$ cat config.mk
export PLATFORM = sky130hd
export DESIGN_NAME = plcl_loop_ctrl
export DESIGN_NICKNAME = d
export VERILOG_FILES = /design/src/core/plcl_pkg.sv /design/src/core/plcl_clk_if.sv /design/src/core/plcl_base_div.sv /design/src/core/plcl_loop_ctrl.sv /design/src/core/plcl_sync.sv
export VERILOG_INCLUDE_DIRS = /design/src /design/src/core
export SDC_FILE = /design/constraint.sdc
export NUM_CORES = 1
export LEC_CHECK = 0
export ABC_AREA = 0
export BUFFER_PORTS_ARGS = -buffer_cell sky130_fd_sc_hd__buf_2
export CAP_MARGIN = 25
export CORE_MARGIN = 2
export CORE_UTILIZATION = 30
export CTS_CLUSTER_SIZE = 28
export DETAILED_ROUTE_END_ITERATION = 10
export PLACE_DENSITY = 0.56
export SETUP_SLACK_MARGIN = 0.1
export SLEW_MARGIN = 20
export SYNTH_ARGS = -nofsm -noshare
export SYNTH_HDL_FRONTEND = slang
export SYNTH_HIERARCHICAL = 1
export SYNTH_SLANG_ARGS = --single-unit
$ cat constraint.sdc
create_clock -name mclk -period 2.5 [get_ports mclk]
set_input_delay 0.625 -clock mclk [delete_from_list [all_inputs] [get_ports mclk]]
set_output_delay 0.625 -clock mclk [all_outputs]
set_load 0.03 [all_outputs]
$ cat src/core/plcl_params.svh
`ifndef PLCL_PARAMS_SVH
`define PLCL_PARAMS_SVH

// Register offsets on the 3-bit register port
`define PLCL_OFS_LOOP_CONTROL 3'h0
`define PLCL_OFS_LOOP_BANDWIDTH_CONTROL 3'h1
`define PLCL_OFS_FEEDBACK_MULTIPLIER_HIGH 3'h2
`define PLCL_OFS_FEEDBACK_MULTIPLIER_LOW 3'h3
`define PLCL_OFS_VCO_RANGE_SELECT 3'h4
`define PLCL_OFS_REFERENCE_DIVIDER_SELECT 3'h5

// Loop control register fields
`define PLCL_BIT_IRQ_ENABLE 7
`define PLCL_BIT_CHANGE_FLAG 6
`define PLCL_BIT_LOOP_ENABLE 5
`define PLCL_BIT_BASE_SELECT 4
`define PLCL_PRE_HI 3
`define PLCL_PRE_LO 2
`define PLCL_VPR_HI 1
`define PLCL_VPR_LO 0

// Bandwidth control register fields
`define PLCL_BIT_AUTO 7
`define PLCL_BIT_LOCK 6
`define PLCL_BIT_TRACK 5

// Reset values
`define PLCL_RST_MUL 12'h040
`define PLCL_RST_RANGE 8'h40
`define PLCL_RST_REFDIV 4'h1
`define PLCL_RST_LOOP_ENABLE 1'b1

// Base clock division, counted in source clock edges (both edges)
`define PLCL_OSC_EDGES 2'h2
`define PLCL_VCO_EDGES 2'h3

`endif

$ cat src/core/plcl_pkg.sv
package plcl_pkg;

   // Register selected by the current bus address
   typedef enum logic [2:0] {
      PLCL_SEL_NONE = 3'b000,
      PLCL_SEL_CTRL = 3'b001,
      PLCL_SEL_BW = 3'b010,
      PLCL_SEL_MUL_HI = 3'b011,
      PLCL_SEL_MUL_LO = 3'b100,
      PLCL_SEL_RANGE = 3'b101,
      PLCL_SEL_REFDIV = 3'b110
   } plcl_sel_t;

endpackage

$ cat src/core/plcl_clk_if.sv
`timescale 1ns/1ps
// Base clock path between control logic and divider
interface plcl_clk_if;
   logic src_sel;
   logic halt;
   logic osc_clk;
   logic vco_clk;
   logic base_clk;
   modport ctrl (output src_sel, output halt, output osc_clk, output vco_clk, input base_clk);
   modport div (input src_sel, input halt, input osc_clk, input vco_clk, output base_clk);
endinterface // plcl_clk_if

$ cat src/core/plcl_base_div.sv
`timescale 1ns/1ps
`include "plcl_params.svh"
// Base clock divider: oscillator by two, VCO by three, held low when halted
module plcl_base_div
   import plcl_pkg::*;
(
   input wire logic mclk,
   input wire logic resetn,
   plcl_clk_if.div cif
);
   logic src_ff, nxt_src;
   logic sel_ff, nxt_sel;
   logic [1:0] cnt_ff, nxt_cnt;
   logic out_ff, nxt_out;
   logic cur_src;
   logic [1:0] edges;

   // Count edges of the selected source, toggle after the divide count
   always_comb
   begin
      cur_src = cif.src_sel ? cif.vco_clk : cif.osc_clk;
      edges = cif.src_sel ? `PLCL_VCO_EDGES : `PLCL_OSC_EDGES;
      nxt_src = cur_src;
      nxt_sel = cif.src_sel;
      nxt_cnt = cnt_ff;
      nxt_out = out_ff;
      if (cif.halt)
      begin
         nxt_cnt = 2'h0;
         nxt_out = 1'b0;
      end
      else if (cif.src_sel != sel_ff)
      begin
         nxt_cnt = 2'h0; // Output held while the source changes
      end
      else if (cur_src != src_ff)
      begin
         if (cnt_ff == edges - 2'h1)
         begin
            nxt_cnt = 2'h0;
            nxt_out = !out_ff;
         end
         else
         begin
            nxt_cnt = cnt_ff + 2'h1;
         end
      end
   end

   // Divider state
   always_ff @(posedge mclk or negedge resetn)
   begin
      if (!resetn)
      begin
         src_ff <= 1'b0;
         sel_ff <= 1'b0;
         cnt_ff <= 2'h0;
         out_ff <= 1'b0;
      end
      else
      begin
         src_ff <= nxt_src;
         sel_ff <= nxt_sel;
         cnt_ff <= nxt_cnt;
         out_ff <= nxt_out;
      end
   end

   assign cif.base_clk = out_ff;
endmodule // plcl_base_div

$ cat src/core/plcl_loop_ctrl.sv
// The implementer's own choices: the register addresses and the plain strobed port.
`timescale 1ns/1ps
`include "plcl_params.svh"
module plcl_loop_ctrl
   import plcl_pkg::*;
(
   input wire logic mclk,
   input wire logic resetn,
   input wire logic [2:0] reg_addr,
   input wire logic [7:0] reg_wdata,
   input wire logic reg_wr,
   input wire logic reg_rd,
   output logic [7:0] reg_rdata,
   input wire logic oscillator_clock,
   input wire logic vco_clock,
   input wire logic lock_detect,
   input wire logic track_detect,
   input wire logic stop_mode,
   input wire logic osc_run_in_halt,
   input wire logic break_state,
   input wire logic break_clear_enable,
   output logic base_clock_out,
   output logic vco_clock_out,
   output logic loop_irq_out,
   output logic loop_active,
   output logic osc_enable,
   output logic auto_bandwidth,
   output logic capture_or_track_select,
   output logic [11:0] feedback_multiplier,
   output logic [7:0] vco_range_value,
   output logic [3:0] reference_divide_value,
   output logic [1:0] prescale_value,
   output logic [1:0] vco_power_value
);
   plcl_sel_t reg_sel;
   logic [3:0] sync_q;
   logic osc_s, vco_s, lock_s, track_s;
   logic auto_ff, nxt_auto;
   logic capture_keep_ff, nxt_capture_keep;
   logic ie_ff, nxt_ie;
   logic flag_ff, nxt_flag;
   logic on_ff, nxt_on;
   logic src_vco_ff, nxt_src_vco;
   logic [1:0] pre_ff, nxt_pre;
   logic [1:0] vpr_ff, nxt_vpr;
   logic [11:0] mul_ff, nxt_mul;
   logic [7:0] range_ff, nxt_range;
   logic [3:0] refdiv_ff, nxt_refdiv;
   logic lock_prev_ff, nxt_lock_prev;
   logic [7:0] rdata_ff, nxt_rdata;
   logic vco_out_ff, nxt_vco_out;
   logic lock_evt, flag_clr, halt_osc, loop_on;
   logic wr_ctrl, wr_bw;

   plcl_clk_if cif ();

   // Clock and lock/track detector inputs pass two flops first
   plcl_sync #(.W(4)) u_sync (
      .mclk(mclk),
      .resetn(resetn),
      .async_in({track_detect, lock_detect, vco_clock, oscillator_clock}),
      .sync_out(sync_q)
   );
   assign osc_s = sync_q[0];
   assign vco_s = sync_q[1];
   assign lock_s = sync_q[2];
   assign track_s = sync_q[3];

   // Address decode
   always_comb
   begin
      if (reg_addr == `PLCL_OFS_LOOP_CONTROL)
         reg_sel = PLCL_SEL_CTRL;
      else if (reg_addr == `PLCL_OFS_LOOP_BANDWIDTH_CONTROL)
         reg_sel = PLCL_SEL_BW;
      else if (reg_addr == `PLCL_OFS_FEEDBACK_MULTIPLIER_HIGH)
         reg_sel = PLCL_SEL_MUL_HI;
      else if (reg_addr == `PLCL_OFS_FEEDBACK_MULTIPLIER_LOW)
         reg_sel = PLCL_SEL_MUL_LO;
      else if (reg_addr == `PLCL_OFS_VCO_RANGE_SELECT)
         reg_sel = PLCL_SEL_RANGE;
      else if (reg_addr == `PLCL_OFS_REFERENCE_DIVIDER_SELECT)
         reg_sel = PLCL_SEL_REFDIV;
      else
         reg_sel = PLCL_SEL_NONE;
   end

   // Stop handling; wait mode has no input and no effect
   assign halt_osc = stop_mode && !osc_run_in_halt;
   assign loop_on = on_ff && (range_ff != 8'h00) && !stop_mode;
   assign wr_ctrl = reg_wr && (reg_sel == PLCL_SEL_CTRL);
   assign wr_bw = reg_wr && (reg_sel == PLCL_SEL_BW);

   // Lock change events and read-side clearing of the flag
   assign lock_evt = auto_ff && (lock_s != lock_prev_ff);
   assign flag_clr = reg_rd && (reg_sel == PLCL_SEL_CTRL) && !(break_state && !break_clear_enable);

   // Next values of the register file
   always_comb
   begin
      nxt_auto = auto_ff;
      nxt_capture_keep = capture_keep_ff;
      nxt_ie = ie_ff;
      nxt_on = on_ff;
      nxt_src_vco = src_vco_ff;
      nxt_pre = pre_ff;
      nxt_vpr = vpr_ff;
      nxt_mul = mul_ff;
      nxt_range = range_ff;
      nxt_refdiv = refdiv_ff;
      nxt_lock_prev = lock_s;
      nxt_vco_out = loop_on && vco_s;
      nxt_rdata = 8'h00;
      // Set wins over a read clear in the same cycle
      if (lock_evt)
         nxt_flag = 1'b1;
      else if (flag_clr)
         nxt_flag = 1'b0;
      else
         nxt_flag = flag_ff;
      if (wr_bw)
      begin
         nxt_auto = reg_wdata[`PLCL_BIT_AUTO];
         if (!auto_ff)
            nxt_capture_keep = reg_wdata[`PLCL_BIT_TRACK];
      end
      if (wr_ctrl)
      begin
         if (auto_ff)
            nxt_ie = reg_wdata[`PLCL_BIT_IRQ_ENABLE];
         if (reg_wdata[`PLCL_BIT_LOOP_ENABLE])
            nxt_on = 1'b1;
         else if (!src_vco_ff)
            nxt_on = 1'b0;
         if (!reg_wdata[`PLCL_BIT_BASE_SELECT])
            nxt_src_vco = 1'b0;
         else if (on_ff && (range_ff != 8'h00))
            nxt_src_vco = 1'b1;
         if (!on_ff)
         begin
            nxt_pre = reg_wdata[`PLCL_PRE_HI:`PLCL_PRE_LO];
            nxt_vpr = reg_wdata[`PLCL_VPR_HI:`PLCL_VPR_LO];
         end
      end
      // Configuration writes are frozen while the loop is enabled
      if (reg_wr && !on_ff)
      begin
         if (reg_sel == PLCL_SEL_MUL_HI)
            nxt_mul[11:8] = reg_wdata[3:0];
         else if (reg_sel == PLCL_SEL_MUL_LO)
            nxt_mul[7:0] = reg_wdata;
         else if (reg_sel == PLCL_SEL_RANGE)
            nxt_range = reg_wdata;
         else if (reg_sel == PLCL_SEL_REFDIV)
            nxt_refdiv = reg_wdata[3:0];
      end
      // Zero range or stop forces the oscillator source
      if ((range_ff == 8'h00) || stop_mode)
         nxt_src_vco = 1'b0;
      // Read data, one cycle after the strobe
      if (reg_rd)
      begin
         if (reg_sel == PLCL_SEL_CTRL)
            nxt_rdata = {ie_ff && auto_ff, flag_ff && auto_ff, on_ff, src_vco_ff, pre_ff, vpr_ff};
         else if (reg_sel == PLCL_SEL_BW)
            nxt_rdata = {auto_ff, lock_s && auto_ff, auto_ff ? track_s : capture_keep_ff, 5'h00};
         else if (reg_sel == PLCL_SEL_MUL_HI)
            nxt_rdata = {4'h0, mul_ff[11:8]};
         else if (reg_sel == PLCL_SEL_MUL_LO)
            nxt_rdata = mul_ff[7:0];
         else if (reg_sel == PLCL_SEL_RANGE)
            nxt_rdata = range_ff;
         else if (reg_sel == PLCL_SEL_REFDIV)
            nxt_rdata = {4'h0, refdiv_ff};
      end
   end

   // Register file flops
   always_ff @(posedge mclk or negedge resetn)
   begin
      if (!resetn)
      begin
         auto_ff <= 1'b0;
         capture_keep_ff <= 1'b0;
         ie_ff <= 1'b0;
         flag_ff <= 1'b0;
         on_ff <= `PLCL_RST_LOOP_ENABLE;
         src_vco_ff <= 1'b0;
         pre_ff <= 2'h0;
         vpr_ff <= 2'h0;
         mul_ff <= `PLCL_RST_MUL;
         range_ff <= `PLCL_RST_RANGE;
         refdiv_ff <= `PLCL_RST_REFDIV;
         lock_prev_ff <= 1'b0;
         rdata_ff <= 8'h00;
         vco_out_ff <= 1'b0;
      end
      else
      begin
         auto_ff <= nxt_auto;
         capture_keep_ff <= nxt_capture_keep;
         ie_ff <= nxt_ie;
         flag_ff <= nxt_flag;
         on_ff <= nxt_on;
         src_vco_ff <= nxt_src_vco;
         pre_ff <= nxt_pre;
         vpr_ff <= nxt_vpr;
         mul_ff <= nxt_mul;
         range_ff <= nxt_range;
         refdiv_ff <= nxt_refdiv;
         lock_prev_ff <= nxt_lock_prev;
         rdata_ff <= nxt_rdata;
         vco_out_ff <= nxt_vco_out;
      end
   end

   // Base clock divider hookup
   assign cif.src_sel = src_vco_ff;
   assign cif.halt = halt_osc;
   assign cif.osc_clk = osc_s;
   assign cif.vco_clk = vco_s;
   plcl_base_div u_div (
      .mclk(mclk),
      .resetn(resetn),
      .cif(cif)
   );

   // Outputs toward the analog loop and the system
   assign base_clock_out = cif.base_clk;
   assign vco_clock_out = vco_out_ff;
   assign loop_irq_out = auto_ff && ie_ff && flag_ff && !halt_osc;
   assign loop_active = loop_on;
   assign osc_enable = !halt_osc;
   assign auto_bandwidth = auto_ff;
   assign capture_or_track_select = capture_keep_ff;
   assign feedback_multiplier = (mul_ff == 12'h000) ? 12'h001 : mul_ff;
   assign vco_range_value = range_ff;
   assign reference_divide_value = (refdiv_ff == 4'h0) ? 4'h1 : refdiv_ff;
   assign prescale_value = pre_ff;
   assign vco_power_value = vpr_ff;
   assign reg_rdata = rdata_ff;
endmodule // plcl_loop_ctrl

$ cat src/core/plcl_sync.sv
`timescale 1ns/1ps
// Two-stage synchroniser, one pair of flops per bit
module plcl_sync #(
   parameter int W = 4
) (
   input wire logic mclk,
   input wire logic resetn,
   input wire logic [W-1:0] async_in,
   output logic [W-1:0] sync_out
);
   logic [W-1:0] meta_ff;
   logic [W-1:0] sync_ff;

   genvar gi;
   generate
      for (gi = 0; gi < W; gi++)
      begin : g_bit
         // First stage feeds only the second stage
         always_ff @(posedge mclk or negedge resetn)
         begin
            if (!resetn)
            begin
               meta_ff[gi] <= 1'b0;
               sync_ff[gi] <= 1'b0;
            end
            else
            begin
               meta_ff[gi] <= async_in[gi];
               sync_ff[gi] <= meta_ff[gi];
            end
         end
      end
   endgenerate

   assign sync_out = sync_ff;
endmodule // plcl_sync

== Yosys cells after proc, flatten, opt, wreduce, memory -nomap -nowiden ==
Cells that the tools add are included.
Word-level totals
  bits in registers: 57
  input port bits: 23
  output and inout port bits: 43
  logic and storage cells: 130
Cells by class
  $add $sub $neg: 2
  eq/ne operators: 18
  muxes and demuxes: 34
  bitwise logic cells: 5
  reduce and logical (&&, ||, !) cells: 44
Operators with widths (count)
  two-way mux 8 bit: 6
  two-way mux 3 bit: 6
  logical AND 1 bit: 16
  == test 3 bit, second input constant: 5
  two-way mux 1 bit: 15
  == test 3 x 2 -> 1 bit, second input constant: 4
  logical NOT 12 bit: 1
  two-way mux 12 bit: 1
  AND reduction 2 bit: 6
  logical NOT 8 bit: 1
  two-way mux 2 bit: 4
  two-way mux 4 bit: 2
  nonzero test 2 bit: 4
  nonzero test 8 bit: 1
  logical NOT 1 bit: 7
  == test 3 x 1 -> 1 bit, second input constant: 2
  AND reduction 3 bit: 2
  inverter 1 bit: 5
  AND reduction 5 bit: 1
  logical NOT 4 bit: 1
  inequality test 2 bit, second input constant: 2
  AND reduction 4 bit: 1
  logical NOT 3 bit: 1
  inequality test 1 bit: 3
  6 further kinds: 6

== Logic depth before layout (Yosys ltp) ==
Gate-level depths: netlist of run 1.
  depth in word-level cells: 15
  gate-level depth with buffers: 6
  mapped depth without buffers: 4

== Modules after synthesis ==
Netlist of run 1, hierarchy kept.
By module, submodules not included
  plcl_loop_ctrl: times used 1, cells an instance 186, area each 2187.1 um^2, sequential area each 1106.1 um^2
  plcl_base_div: times used 1, cells an instance 24, area each 256.5 um^2, sequential area each 125.1 um^2
  plcl_sync: times used 1, cells an instance 8, area each 200.2 um^2, sequential area each 200.2 um^2

== Worst setup path after synthesis of run 1 ==
No wires, ideal clock.
  path kind: input to output
  start point: input osc_run_in_halt
  end point: output loop_irq_out
  arrival time: 1.818 ns
  required time: 1.875 ns
  slack: 0.057 ns
  stages on the path: 3
  buffers on the path: 0
  cells stage by stage: nand2b_1 -> inv_1 -> nor3b_1
On the way
  word-level cells in the longest chain between the ends: 4
Ends and longest elaborated chain
  start, declared: line plcl_loop_ctrl.sv:19  | input wire logic osc_run_in_halt,
  logical NOT 1 bit: line plcl_loop_ctrl.sv:89  | assign halt_osc = stop_mode && !osc_run_in_halt;
  logical AND 1 bit: line plcl_loop_ctrl.sv:89
  named net cif.halt: line plcl_clk_if.sv:5  | logic halt;
  logical NOT 1 bit: line plcl_loop_ctrl.sv:231  | assign loop_irq_out = auto_ff && ie_ff && flag_ff && !halt_osc;
  logical AND 1 bit: line plcl_loop_ctrl.sv:231
  end, declared: line plcl_loop_ctrl.sv:24  | output logic loop_irq_out,
The timed path passes the listed nets, and every way through them passes these cells.

== Final worst setup path of run 1 ==
  start point: register range_ff[6] (netlist: vco_range_value[6])
  end point: output loop_active
On the way
  word-level cells in the longest chain between the ends: 3
Ends and longest elaborated chain
  start, declared: line plcl_loop_ctrl.sv:47  | logic [7:0] range_ff, nxt_range;
  start signal, assigned: line plcl_loop_ctrl.sv:192  | range_ff <= `PLCL_RST_RANGE;
  start signal, assigned: line plcl_loop_ctrl.sv:209  | range_ff <= nxt_range;
  nonzero test 8 bit: line plcl_loop_ctrl.sv:90  | assign loop_on = on_ff && (range_ff != 8'h00) && !stop_mode;
  logical AND 1 bit (2 in a row): line plcl_loop_ctrl.sv:90
  end, declared: line plcl_loop_ctrl.sv:25  | output logic loop_active,
No other way between the ends.

==> out/qor.txt, run 1 <==
Status -> completed
DR DRC count -> 0
Reg-to-Reg End -> u_div/cif.base_clk
Final Setup Violations -> 0
CTS Sinks -> 57
Fill cells -> 866
Post-synth EDFFs -> 0
Largest net degree at the start of global routing -> 28
Vias in the first global route -> 1938
Routed len/inst -> 16.4 um
Buffers on Ports -> 65
Post-Syn Instances -> 218
Gr usage total -> 14.1%
# IOs -> 66
Syn nets -> 241
Reg2reg path depth -> 4
Worst VDD drop -> 0.364 mV
Routed Antenna Nets -> 0
Starting Density -> 30.6%
Post-layout nets -> 302
Worst slew pin tran -> 0.551 ns
Fin crit share -> 89.6%
1st-iter DRT viols -> 100
Clk buf depth -> 2
CTS buffer count -> 9
Area of the multi-input gates -> 1090 um^2
# rows -> 34
Die width -> 97.9 um
Max-cap violations -> 0
Total gr overflow -> 0
Register area -> 1430 um^2
Clock skew -> 0.0116 ns
Clock transition at path regs -> 0.06 ns
Register area share after synthesis -> 54.1%
Area grow syn2layout -> 23.7%
Die Y -> 97.9 um
DIE AREA -> 9580 um^2
WL final -> 6420 um
Asr flop ratio synth -> 100%
Max-slew violations -> 0
PD cells -> 957 nW/um^2
First-pass GRT wire length -> 10400 um
Core Footprint -> 8640 um^2
CP Class -> register to output port
# H-tree levels -> 3
Initial antenna violation count -> 0
Share of cells above drive strength 1 -> 47.9%
Placer congestion estimate -> 0.803
R2R setup slack -> 0.92 ns
Syn avg cell area -> 12.1 um^2
Via Count -> 1912
Setup crit end kind -> output port
Crit-path max FO -> 4
Max Fclk -> 446 MHz
Distinct cell type count after synthesis -> 47
Clk_lat worst skew -> 0.34 ns
Hold slack -> 0.156 ns
Mapped Area -> 2640 um^2
Diode count -> 0
Post-CTS Setup Bufs -> 0
RSZ-0062 raised after global routing -> false
Yosys reg bits -> 57
First-pass DRT Iterations -> 4
Post-detail-place hpwl -> 4810 um
Leakage Power -> 1.54 nW
Final Hold Violating Endpoints -> 0
RR Startpoint -> cif.src_sel
Kind of start point of the critical path -> register
Hold Path Class -> input pin to async pin
Sum Neg Setup Slack -> 0 ns
WP data arrival -> 1.62 ns
Critical path required time -> 1.88 ns
Period minus WS final -> 2.24 ns
Vias per cell -> 4.88
Synth Warn # -> 6
Ys flop type -> dfrtp_1
CTS Root Cell -> clkbuf_8
Slew HR -> 63.3%
TritonCTS clock tree -> built
[synth_stat cells, types with 3 or more instances]
cell type	instances	share of area, %
mux2_1	4	1.7
inv_1	6	0.85
nor3_1	5	0.95
clkbuf_1	14	2.0
nor2_1	4	0.57
nand2_1	18	2.6
mux2_4	5	2.8
dfstp_2	4	4.0
nor2_4	3	1.3
mux2_2	27	12
nor4_1	5	1.2
a22oi_1	5	1.4
o22ai_1	5	1.2
dfrtp_1	53	50
o21ai_0	7	1.3
mux2i_1	5	1.9
buf_4	3	0.85
a21oi_1	7	1.3
[per-layer routing]
layer | vias to the layer above | GRT usage, % | part of all wire [%]
met5 | - | 0 | 0
met4 | 0 | 7.16 | 2.2
met1 | 946 | 19.6 | 48
li1 | 892 | - | -
met3 | 13 | 3.29 | 4.8
met2 | 61 | 20.7 | 45
[report_power, final]
part	leakage [nW]	total [mW]	internal (mW)	switching (mW)
clock	0.107	0.891	0.541	0.350
sequential	0.695	1.30	1.11	0.181
combinational	0.736	0.944	0.357	0.586
[placed cells by master, fill, tap and decap left out, types with 3 or more instances in the layout]
| cell type | instances |
|---|---|
| nor3_1 | 5 |
| a21oi_1 | 6 |
| o22ai_1 | 5 |
| mux2i_1 | 5 |
| mux2_4 | 5 |
| inv_1 | 6 |
| mux2_1 | 4 |
| buf_2 | 65 |
| clkbuf_8 | 12 |
| nand2_1 | 18 |
| nor2_4 | 3 |
| nor4_1 | 5 |
| o21ai_0 | 7 |
| a22oi_1 | 5 |
| dfstp_2 | 4 |
| dfrtp_1 | 53 |
| buf_4 | 5 |
| mux2_2 | 27 |
| nor2_1 | 4 |
[cell families (layout without fill, tap and decap cells)]
kind of cell / after synthesis / in the layout / share of synthesized area (%)
AOI/OAI and AO/OA: 32 / 32 / 7.67
and+or+nand+nor: 58 / 58 / 14.1
xor gates and xnor gates: 3 / 3 / 1.28
muxes: 41 / 41 / 17.9
buffers and inverters: 27 / 93 / 4.92
DFF: 57 / 57 / 54.1
[worst max path at each step]
stage | from | to | slack, ns
finish | vco_range_value[6] | loop_active | 0.26
global route | vco_range_value[1] | loop_active | 0.14
CTS | vco_range_value[6] | loop_active | 0.15
detailed placement | reg_addr[1] | refdiv_ff[1] | 0.51
global placement | stop_mode | loop_irq_out | 0.52
floorplan | osc_run_in_halt | loop_irq_out | 0.34
[critical path, stage by stage, from the launching register on]
cell and delay (ns):
dfstp_2 0.58, nor4_1 0.06, buf_4 0.14, a21oi_2 0.18, and2_1 0.14, buf_2 0.19
[through the flow]
step	cell area, um^2	util, %	setup slack (ns)	power, mW	instances
2_1_floorplan	2650	-	0.340	1.95	218
3_3_place_gp	3060	35.4	0.518	2.24	376
3_5_place_dp	3060	35.4	0.510	2.26	376
4_1_cts	3270	37.8	0.151	3.16	392
5_1_grt	3270	37.9	0.138	3.28	392
6_report	3270	37.9	0.260	3.13	392
[repair_timing]
| action | 4_1_cts | 5_1_grt |
|---|---|---|
| gates resized for setup | 0 | 1 |
| endpoints found under the setup margin | 0 | 1 |
| hold buffers | 0 | 0 |
[layout make-up]
| type | instances | area share [%] |
|---|---|---|
| repair buffers | 71 | 11.7 |
| well taps | 108 | 4.13 |
| multi-input cells | 134 | 33.4 |
| flip-flops and latches | 57 | 43.8 |
| clock inverters | 2 | 1.07 |
| clock buffers | 14 | 5.28 |
| inverters | 6 | 0.689 |
[flip-flops by register name, summed over array words and instances (netlist names), 2 cells and up]
register,cells
mul_ff,12
reg_rdata,8
vco_range_value,8
refdiv_ff,4
u_sync/meta_ff,4
u_sync/sync_out,4
prescale_value,2
u_div/cnt_ff,2
vco_power_value,2
Power figures use the tool's default switching activity.
==> run 2, diff against run 1 <==
- SYNTH_HIERARCHICAL: 1 -> not set
==> run 2 against run 1 <==
Effect of this change:
- register-to-register slack lost 0.12 ns
- largest cell class unchanged
- clock skew decreased by 0.0043 ns
- routed wire length down 2.9%
- largest power group unchanged
- count of clock-buffer cells in the layout rose by 2
==> out/qor.txt, run 2 <==
Vias per cell -> 4.93
Worst slew pin tran -> 0.433 ns
Clock skew -> 0.00729 ns
Slew HR -> 71.1%
Clk_lat worst skew -> 0.34 ns
Buffers on Ports -> 65
Kind of start point of the critical path -> register
Vias in the first global route -> 1852
Post-synthesis mux area share -> 18.3%
Internal power consumption -> 1.85 mW
Yosys reg bits -> 57
Adder-cell area share of the yosys netlist -> 0%
Post-CTS Setup Bufs -> 0
Area grow syn2layout -> 21.8%
# rows -> 33
TritonCTS clock tree -> built
Synth Warn # -> 0
Hold_buf cts -> 0
# H-tree levels -> 3
WP data arrival -> 1.67 ns
Seq pwr share -> 43.9%
Commonest cells in the netlist -> dfrtp_1, mux2_2, clkbuf_1
Max-slew violations -> 0
Final Util -> 38.1%
NetSw -> 1.08 mW
WL final -> 6240 um
Clock power frac -> 24.7%
Syn avg cell area -> 12.0 um^2
Routed len/inst -> 16.1 um
Hold slack -> 0.0801 ns
PD cells -> 929 nW/um^2
Logic pwr share -> 31.4%
CP Class -> register to output port
Max-cap violations -> 0
Post-synthesis xor/xnor area fraction -> 2.07%
Register area share after synthesis -> 55.2%
Largest net degree at the start of global routing -> 29
Post-Syn Instances -> 217
Setup crit end kind -> output port
Post-layout nets -> 300
Syn nets -> 240
Mapped Area -> 2590 um^2
Final instance area -> 3160 um^2
Worst VDD drop -> 0.365 mV
Sw Ratio -> 36.9%
Sum Neg Setup Slack -> 0 ns
Largest family of logic cells by synthesized area -> multiplexers
RSZ-0062 raised after global routing -> false
Gr usage total -> 14.0%
Via Count -> 1908
CTS Sinks -> 57
Core Footprint -> 8300 um^2
Share of cells above drive strength 1 -> 45.0%
Routed Antenna Nets -> 0
Total gr overflow -> 0
Clk buf depth -> 2
Largest register FFs -> 12
Max Fclk -> 436 MHz
Most common cell in the netlist -> dfrtp_1
Most frequent cells in the layout -> buf_2, dfrtp_1, mux2_2, nand2_1
DIE AREA -> 9410 um^2
CTS Root Cell -> clkbuf_8
Post-synth top area share -> 51.1%
Starting Density -> 31.3%
Ys flop type -> dfrtp_1
Critical path required time -> 1.88 ns
Final Setup Violations -> 0
First-pass DRT Iterations -> 4
R2R setup slack -> 0.80 ns
Initial antenna violation count -> 0
Clock transition at path regs -> 0.06 ns
Area of placed instances -> 3000 um^2
# IOs -> 66
Final Hold Violating Endpoints -> 0
Die width -> 97.0 um
Top reg by flops -> mul_ff
Simple-gate share of the synthesized area -> 11.8%
Post-synth top area cell -> dfrtp_1
Post-synth EDFFs -> 0
Fin crit share -> 91.8%
PostCTS Resize Cnt -> 0
Die Y -> 97.0 um
CTS buffer count -> 9
Post-detail-place hpwl -> 4700 um
Compound-gate portion of the synthesized area -> 8.73%
Fill cells -> 824
Status -> completed
First-pass GRT wire length -> 10200 um
1st-iter DRT viols -> 104
Asr flop ratio synth -> 100%
Hold Path Class -> input pin to async pin
Leading post-synthesis cells by cell area -> dfrtp_1, mux2_2, dfstp_2
Most common cell after layout, fill and taps aside -> buf_2
Period minus WS final -> 2.30 ns
Crit-path max FO -> 4
Placer congestion estimate -> 0.851
Leakage Power -> 1.47 nW
Diode count -> 0
Distinct cell type count after synthesis -> 40
DR DRC count -> 0
run 2: cell types whose count changed in the layout (fill, tap and decap cells not counted), moves of 3 or more:
cell and change:
mux2_1 -4, nor2_4 -3, o21ai_0 +3, and2_1 +5, mux2_4 -3, clkbuf_1 +4, nand2_1 -7, mux2_2 +8
inv_1 -3, nor2b_1 +5
run 2: worst paths after layout:
check,startpoint,to,cells past startpoint
setup / recovery,vco_range_value[3],loop_active,4
hold / removal,resetn,mul_ff[3],1
setup reg to reg,on_ff,vco_range_value[7],4
hold reg to reg,u_sync.meta_ff[2],u_sync.sync_out[2],0
max in group asynchronous,resetn,vco_range_value[6],2
min in group mclk,u_sync.meta_ff[2],u_sync.sync_out[2],0
run 2: routing by layer:
layer	vias to the layer above	track usage, %	wire (um)
li1	888	-	-
met1	945	19.9	2910
met2	69	19.0	2740
met3	6	4.91	504
met4	0	6.50	78
met5	-	0	0
run 2: power groups by stage:
stage	sequential (mW)	combinational [mW]	clock, mW
finish	1.29	0.920	0.725
global route	1.32	0.983	0.800
CTS	1.29	0.930	0.747
detailed placement	1.30	0.927	0
global placement	1.30	0.924	0
floorplan	1.40	0.538	0
run 2: final cells by class:
cell class	count	area [um^2]	area share [%]
clock buffers	16	160	5.07
inverters	3	11.3	0.357
multi-input cells	136	1060	33.6
flip-flops and latches	57	1430	45.3
well taps	105	131	4.16
repair buffers	70	363	11.5
run 2: worst max-delay path, stage by stage, from the launching register on:
cell,delay (ns)
dfrtp_1,0.40
nor4_1,0.39
a21oi_1,0.19
and2_1,0.19
buf_2,0.17
run 2: cell families after synthesis:
family / after synthesis
AOI/OAI and AO/OA: 34
xor gates and xnor gates: 4
buffers and inverters: 24
DFF: 57
muxes: 42
and+or+nand+nor: 56
run 2: through the flow:
| stage | total power [mW] | setup WS (ns) | cells |
|---|---|---|---|
| after floorplan | 1.94 | 0.461 | 217 |
| after global placement | 2.22 | 0.388 | 371 |
| after detailed placement | 2.23 | 0.360 | 371 |
| after CTS | 2.97 | 0.158 | 387 |
| after global routing | 3.10 | 0.140 | 387 |
| final | 2.93 | 0.204 | 387 |
